### config.mk
export PLATFORM = sky130hd
export DESIGN_NAME = dds_sched
export DESIGN_NICKNAME = d
export VERILOG_FILES = /design/src/dds_pkg.sv /design/src/dds_align_if.sv /design/src/dds_align.sv /design/src/dds_sched.sv
export VERILOG_INCLUDE_DIRS = /design/src
export SDC_FILE = /design/constraint.sdc
export NUM_CORES = 1
export LEC_CHECK = 0
export ABC_AREA = 1
export BUFFER_PORTS_ARGS = -buffer_cell sky130_fd_sc_hd__buf_4
export CAP_MARGIN = 10
export CORE_MARGIN = 3
export CORE_UTILIZATION = 50
export CTS_BUF_LIST = sky130_fd_sc_hd__clkbuf_8
export DETAILED_ROUTE_END_ITERATION = 10
export PLACE_DENSITY = 0.69
export SLEW_MARGIN = 25
export SYNTH_ARGS = -nofsm -noshare
export SYNTH_HDL_FRONTEND = slang
export SYNTH_SLANG_ARGS = --single-unit
### constraint.sdc
create_clock -name clk_sys_i -period 2.8 [get_ports clk_sys_i]
set_input_delay 0.84 -clock clk_sys_i [delete_from_list [all_inputs] [get_ports clk_sys_i]]
set_output_delay 0.84 -clock clk_sys_i [all_outputs]
set_load 0.02 [all_outputs]
### src/dds_defs.svh
`ifndef DDS_DEFS_SVH
`define DDS_DEFS_SVH

// Register select within one converter (low two address bits).
`define DDS_REG_CTRL 2'h0
`define DDS_REG_LOW 2'h1
`define DDS_REG_HIGH 2'h2

// Address bit that selects the converter.
`define DDS_ADDR_CONV_BIT 2

// Control register layout.
`define DDS_EN_BIT 7
`define DDS_MD_HI 4
`define DDS_MD_LO 3
`define DDS_DF_HI 2
`define DDS_DF_LO 0
`define DDS_CTRL_MASK 8'h9f

// Reset values.
`define DDS_CTRL_RST 8'h00
`define DDS_DATA_RST 8'h00
`define DDS_CODE_RST 12'h000
`define DDS_READ_ZERO 8'h00

`endif

### src/dds_pkg.sv
`default_nettype none

package dds_pkg;

  typedef enum logic [1:0] {
    DDS_UPD_WRITE = 2'b00,
    DDS_UPD_T3 = 2'b01,
    DDS_UPD_T4 = 2'b10,
    DDS_UPD_T2 = 2'b11
  } dds_upd_mode_t;

  typedef enum logic [2:0] {
    DDS_FMT_H4 = 3'b000,
    DDS_FMT_H5 = 3'b001,
    DDS_FMT_H6 = 3'b010,
    DDS_FMT_H7 = 3'b011,
    DDS_FMT_H8 = 3'b100
  } dds_fmt_t;

endpackage

`default_nettype wire

### src/dds_align_if.sv
`default_nettype none

interface dds_align_if;
  logic [7:0] hi;
  logic [7:0] lo;
  logic [2:0] fmt;
  logic [11:0] code;

  modport src (
    output hi,
    output lo,
    output fmt,
    input code
  );

  modport dst (
    input hi,
    input lo,
    input fmt,
    output code
  );
endinterface

`default_nettype wire

### src/dds_align.sv
`include "dds_defs.svh"

`default_nettype none

module dds_align
  import dds_pkg::*;
(
  // Clock and reset.
  input wire logic clk_sys_i,
  input wire logic rst_i,
  // Latched bytes in, aligned code out.
  dds_align_if.dst al
);

  logic [11:0] code;
  logic [11:0] next_code;

  // Formats 100 to 111 all take the left-justified layout.
  always_comb begin
    case (al.fmt)
      DDS_FMT_H4: next_code = {al.hi[3:0], al.lo};
      DDS_FMT_H5: next_code = {al.hi[4:0], al.lo[7:1]};
      DDS_FMT_H6: next_code = {al.hi[5:0], al.lo[7:2]};
      DDS_FMT_H7: next_code = {al.hi[6:0], al.lo[7:3]};
      default: next_code = {al.hi, al.lo[7:4]};
    endcase
  end

  always_ff @(posedge clk_sys_i) begin
    if (rst_i) begin
      code <= `DDS_CODE_RST;
    end else begin
      code <= next_code;
    end
  end

  assign al.code = code;

endmodule

`default_nettype wire

### src/dds_sched.sv
// Functional notes
// - Each converter takes a 12-bit unsigned code, 000 to fff, straight binary.
// - Each converter has its own enable; disabled means output undriven and powered down; here only conv_enable_o drops, conv_code_o stays driven.
// - Reading the low byte returns the last written value, not the latch.
// - Reading the high byte returns the high input latch contents.
// - Update mode 00 (default) loads latches on a high byte write.
// - In mode 00 a low byte write is held until the next high byte write.
// - Modes 01, 10, 11 hold both bytes until timer 3, 4 or 2 overflow.
// - The selected overflow copies both held bytes into the latches together.
// - Control bits 2:0 choose one of five data word alignments.
// - The second converter is an identical, independent copy of the first.
`include "dds_defs.svh"

`default_nettype none

module dds_sched
  import dds_pkg::*;
(
  // Clock and reset.
  input wire logic clk_sys_i,
  input wire logic rst_i,
  // Register write port.
  input wire logic wr_i,
  input wire logic [2:0] addr_i,
  input wire logic [7:0] wdata_i,
  // Register read port, data one cycle after the strobe.
  input wire logic rd_i,
  output logic [7:0] rdata_o,
  // Timer overflow pulses from logic on the same clock.
  input wire logic tmr2_ovf_i,
  input wire logic tmr3_ovf_i,
  input wire logic tmr4_ovf_i,
  // Converter outputs.
  output logic [1:0][11:0] conv_code_o,
  output logic [1:0] conv_enable_o
);

  localparam int NUM_CONV = 2;

  logic [7:0] ctrl [NUM_CONV];
  logic [7:0] low_pend [NUM_CONV];
  logic [7:0] high_pend [NUM_CONV];
  logic [7:0] hi_lat [NUM_CONV];
  logic [7:0] lo_lat [NUM_CONV];
  logic [7:0] rdata;
  logic [7:0] next_rdata;

  dds_align_if al_if [NUM_CONV] ();

  // Each converter keeps its own copy of every register and latch.
  for (genvar g = 0; g < NUM_CONV; g++) begin : g_conv
    logic sel;
    logic tick;
    dds_upd_mode_t mode;
    logic [7:0] next_ctrl;
    logic [7:0] next_low_pend;
    logic [7:0] next_high_pend;
    logic [7:0] next_hi_lat;
    logic [7:0] next_lo_lat;

    always_comb begin
      sel = wr_i && (addr_i[`DDS_ADDR_CONV_BIT] == 1'(g));
      mode = dds_upd_mode_t'(ctrl[g][`DDS_MD_HI:`DDS_MD_LO]);
      next_ctrl = ctrl[g];
      next_low_pend = low_pend[g];
      next_high_pend = high_pend[g];
      next_hi_lat = hi_lat[g];
      next_lo_lat = lo_lat[g];
      if (sel && addr_i[1:0] == `DDS_REG_CTRL) begin
        next_ctrl = wdata_i & `DDS_CTRL_MASK;
      end
      if (sel && addr_i[1:0] == `DDS_REG_LOW) begin
        next_low_pend = wdata_i;
      end
      if (sel && addr_i[1:0] == `DDS_REG_HIGH) begin
        next_high_pend = wdata_i;
      end
      // Only the overflow of the selected timer counts.
      case (mode)
        DDS_UPD_WRITE: tick = sel && addr_i[1:0] == `DDS_REG_HIGH;
        DDS_UPD_T3: tick = tmr3_ovf_i;
        DDS_UPD_T4: tick = tmr4_ovf_i;
        default: tick = tmr2_ovf_i;
      endcase
      // Both halves land together, so the output never shows a mixed word.
      if (tick) begin
        next_hi_lat = (mode == DDS_UPD_WRITE) ? wdata_i : high_pend[g];
        next_lo_lat = low_pend[g];
      end
    end

    always_ff @(posedge clk_sys_i) begin
      if (rst_i) begin
        ctrl[g] <= `DDS_CTRL_RST;
        low_pend[g] <= `DDS_DATA_RST;
        high_pend[g] <= `DDS_DATA_RST;
        hi_lat[g] <= `DDS_DATA_RST;
        lo_lat[g] <= `DDS_DATA_RST;
      end else begin
        ctrl[g] <= next_ctrl;
        low_pend[g] <= next_low_pend;
        high_pend[g] <= next_high_pend;
        hi_lat[g] <= next_hi_lat;
        lo_lat[g] <= next_lo_lat;
      end
    end

    assign al_if[g].hi = hi_lat[g];
    assign al_if[g].lo = lo_lat[g];
    assign al_if[g].fmt = ctrl[g][`DDS_DF_HI:`DDS_DF_LO];

    dds_align u_align (
      .clk_sys_i(clk_sys_i),
      .rst_i(rst_i),
      .al(al_if[g])
    );

    // The code is straight binary; the analog stage scales it to the reference.
    assign conv_code_o[g] = al_if[g].code;
    assign conv_enable_o[g] = ctrl[g][`DDS_EN_BIT];
  end

  // Read data holds its last value between read strobes.
  always_comb begin
    next_rdata = rdata;
    if (rd_i) begin
      if (addr_i[1:0] == `DDS_REG_CTRL) begin
        next_rdata = ctrl[addr_i[`DDS_ADDR_CONV_BIT]];
      end else if (addr_i[1:0] == `DDS_REG_LOW) begin
        next_rdata = low_pend[addr_i[`DDS_ADDR_CONV_BIT]];
      end else if (addr_i[1:0] == `DDS_REG_HIGH) begin
        next_rdata = hi_lat[addr_i[`DDS_ADDR_CONV_BIT]];
      end else begin
        next_rdata = `DDS_READ_ZERO;
      end
    end
  end

  always_ff @(posedge clk_sys_i) begin
    if (rst_i) begin
      rdata <= `DDS_READ_ZERO;
    end else begin
      rdata <= next_rdata;
    end
  end

  assign rdata_o = rdata;

endmodule

`default_nettype wire

==> flow_summary.json <==
{
  "globalRouteMet3Util": 0.0370,
  "ant_nets": 0,
  "floorplan.rows": 37,
  "grt_pass1_wl_mm": 23.1,
  "grt_setup_unrepaired": "no",
  "grt.overflow.total": 0,
  "worstSkewPairLatency_ns": 0.37,
  "timing.final.crit_period_ns": 1.96,
  "async_reset_ff_frac": 0,
  "cts_made_buffers": 9,
  "timing.final.ws_setup_ns": 0.845,
  "synth_ff_type": "sky130_fd_sc_hd__dfxtp_1",
  "routed-via-count": 5369,
  "finalWirelength_mm": 14.0,
  "die_height_um": 109,
  "core_area_um2": 10400,
  "dpl.cell_count": 991,
  "clock.fmax_ghz": 0.511,
  "drt-pass1-iter-count": 5,
  "status": "finished, final reports clean",
  "post_synth_num_cell_types": 21,
  "post_dp_cell_area_um2": 5780,
  "nNetsFinal": 884,
  "globalplace.congestion": 0.926,
  "slew-limit-headroom": 0.578,
  "yosys_register_bits": 108,
  "post-synth-top-count-cell": "sky130_fd_sc_hd__nor2_1",
  "cap_violations": 0,
  "cts_tree": "built",
  "post_cts_hold_buffer_count": 0,
  "htree_levels": 3,
  "finalNonFillerCells": 1006,
  "worstSetupEndpointType": "register",
  "port_buffers": 51,
  "initial_utilization": 0.516,
  "drtIter0Drc": 396,
  "critical_path.max_fanout": 31,
  "worst_case_hold_slack_ns": 0.463,
  "crit_path_start_kind": "input pin",
  "synth_top_area_share": 0.404,
  "ioPinCount": 52,
  "cts.reportedPaths.clkPinSlew_ns": 0.10,
  "p_leak_nw": 2.62,
  "n_antenna_cell": 0,
  "grt_most_used_layer": "met2",
  "synth.yosys.seq_area_share": 0.404,
  "synth_enable_flop_cells": 0,
  "postCtsResizedCells": 0,
  "timing.setup.critical_path_class": "input pin to register",
  "post-cts-setup-buffer-count": 0,
  "total_die_area_um2": 12000,
  "finish.utilization": 0.578,
  "ys_top_cells_by_area": "sky130_fd_sc_hd__dfxtp_1 (40%), sky130_fd_sc_hd__nor2_1 (12%), sky130_fd_sc_hd__nand2_1 (11%), sky130_fd_sc_hd__o21ai_0 (8.5%), sky130_fd_sc_hd__nand3_1 (7.9%)",
  "cts_sinks": 108,
  "ctsRootBufferMaster": "sky130_fd_sc_hd__clkbuf_8",
  "crit_arrival_ns": 2.22,
  "mappedNetlistNets": 858,
  "ys_top_cells_by_count": "sky130_fd_sc_hd__nor2_1 (176), sky130_fd_sc_hd__nand2_1 (160), sky130_fd_sc_hd__dfxtp_1 (108), sky130_fd_sc_hd__o21ai_0 (91), sky130_fd_sc_hd__nand3_1 (84)",
  "postLayoutCellArea_um2": 5990,
  "drc_viols": 0,
  "groute.layer.met2.usage": 0.364,
  "detailedPlacementHpwl_mm": 10.2,
  "required_ns": 3.07,
  "p_per_area_nw_per_um2": 532,
  "synth.avg_cell_area_um2": 6.37,
  "layout_area_overhead_pct": 11.9,
  "finalClockSkew_ns": 0.0125,
  "viasPerCell": 5.34,
  "grt_util_all_layers": 0.242,
  "total_number_of_yosys_warnings": 0,
  "tns_ns": 0,
  "routed_wire_length_per_instance_um": 13.9,
  "timing.final.setup_violations": 0,
  "vdd_ir_drop_max_mv": 0.262,
  "grt_max_degree": 54,
  "worstHoldPathType": "register to register",
  "synthesis.instances": 840,
  "synth_largest_area_cell": "sky130_fd_sc_hd__dfxtp_1",
  "die_w_um": 109,
  "first_global_vias": 4654,
  "use_met1": 0.355,
  "grt_antenna_before_repair": 0,
  "syn-cell-area_um2": 5350,
  "timing_hold_violations_final": 0,
  "layout_worst_path_cycle_share": 0.698,
  "totalPowerFinal_mw": 3.19,
  "final_layout_size_suffix_gt1_frac": 0.0966,
  "post-place-ws_ns": 0.486,
  "ctsLongestPathBuffers": 2,
  "slew_violations": 0,
  "worst_pin_slew_ns": 0.632
}
-- layout make-up --
class                           count  area, um^2
Clock buffer                        9         124
Sequential cell                   108        2160
Clock inverter                      6        82.6
Multi-Input combinational cell    602        2670
Timing Repair Buffer               60         463
Tap cell                          136         170
Inverter                           85         319
Fill cell                        1047        4380
-- worst max-delay path, cell delays in order --
cell                      delay, ns
sky130_fd_sc_hd__buf_4         0.26
sky130_fd_sc_hd__nand2_1       0.17
sky130_fd_sc_hd__inv_1         0.12
sky130_fd_sc_hd__nand3_1       0.12
sky130_fd_sc_hd__nand2_1       0.45
sky130_fd_sc_hd__nand3_1       0.13
sky130_fd_sc_hd__nand2_1       0.10
sky130_fd_sc_hd__nor2_1        0.04
-- power by group --
| group | total, mW | switching (mW) | internal (mW) | leakage [nW] |
|---|---|---|---|---|
| clock network | 1.00 | 0.508 | 0.493 | 0.104 |
| logic | 0.490 | 0.317 | 0.173 | 1.64 |
| registers | 1.70 | 0.0778 | 1.62 | 0.880 |
-- cell usage in the layout (no fill, tap or decap) --
master                       instances
sky130_fd_sc_hd__nand4_1            24
sky130_fd_sc_hd__clkbuf_8            9
sky130_fd_sc_hd__nor3_2              2
sky130_fd_sc_hd__nand3_2             3
sky130_fd_sc_hd__clkinvlp_4          2
sky130_fd_sc_hd__nand2_2             1
sky130_fd_sc_hd__nor3_1              1
sky130_fd_sc_hd__o211ai_1            6
sky130_fd_sc_hd__a31oi_1             1
sky130_fd_sc_hd__a21oi_1            50
sky130_fd_sc_hd__o21ai_0            91
sky130_fd_sc_hd__bufinv_16           2
sky130_fd_sc_hd__nand3_1            84
sky130_fd_sc_hd__inv_1              82
sky130_fd_sc_hd__buf_12              1
sky130_fd_sc_hd__dfxtp_1           108
sky130_fd_sc_hd__nor2_2              3
sky130_fd_sc_hd__nor2_1            176
sky130_fd_sc_hd__buf_4              59
sky130_fd_sc_hd__inv_2               2
sky130_fd_sc_hd__nand2_1           160
sky130_fd_sc_hd__clkinv_1            3
-- sequential cells by signal (all words and copies together), names as in the netlist --
signal and cells:
low_pend 16, lo_lat 16, high_pend 16, hi_lat 16
ctrl 12, g_conv.u_align.al.code 24, rdata_o 8
-- layer usage --
layer | vias up | wire, um | share of wire
li1 | 2755 | - | -
met1 | 2405 | 6780 | 0.49
met2 | 191 | 5940 | 0.43
met3 | 18 | 1010 | 0.072
met4 | 0 | 233 | 0.017
met5 | - | 0 | 0
-- cells by family after synthesis --
| family | share of synthesized area |
|---|---|
| AO/OA/AOI/OAI | 0.141 |
| buffers and inverters | 0.0975 |
| flip-flops | 0.404 |
| AND/OR/NAND/NOR | 0.357 |
-- final timing paths --
kind | startpoint | depth (start not counted) | end | slack, ns
min | high_pend[0][0] | 2 | high_pend[0][0] | 0.46
max reg2reg | ctrl[1][4] | 7 | hi_lat[1][2] | 1.08
min reg2reg | high_pend[0][0] | 2 | high_pend[0][0] | 0.46
max | addr_i[2] | 8 | hi_lat[1][2] | 0.84
Power figures use the tool's default switching activity.
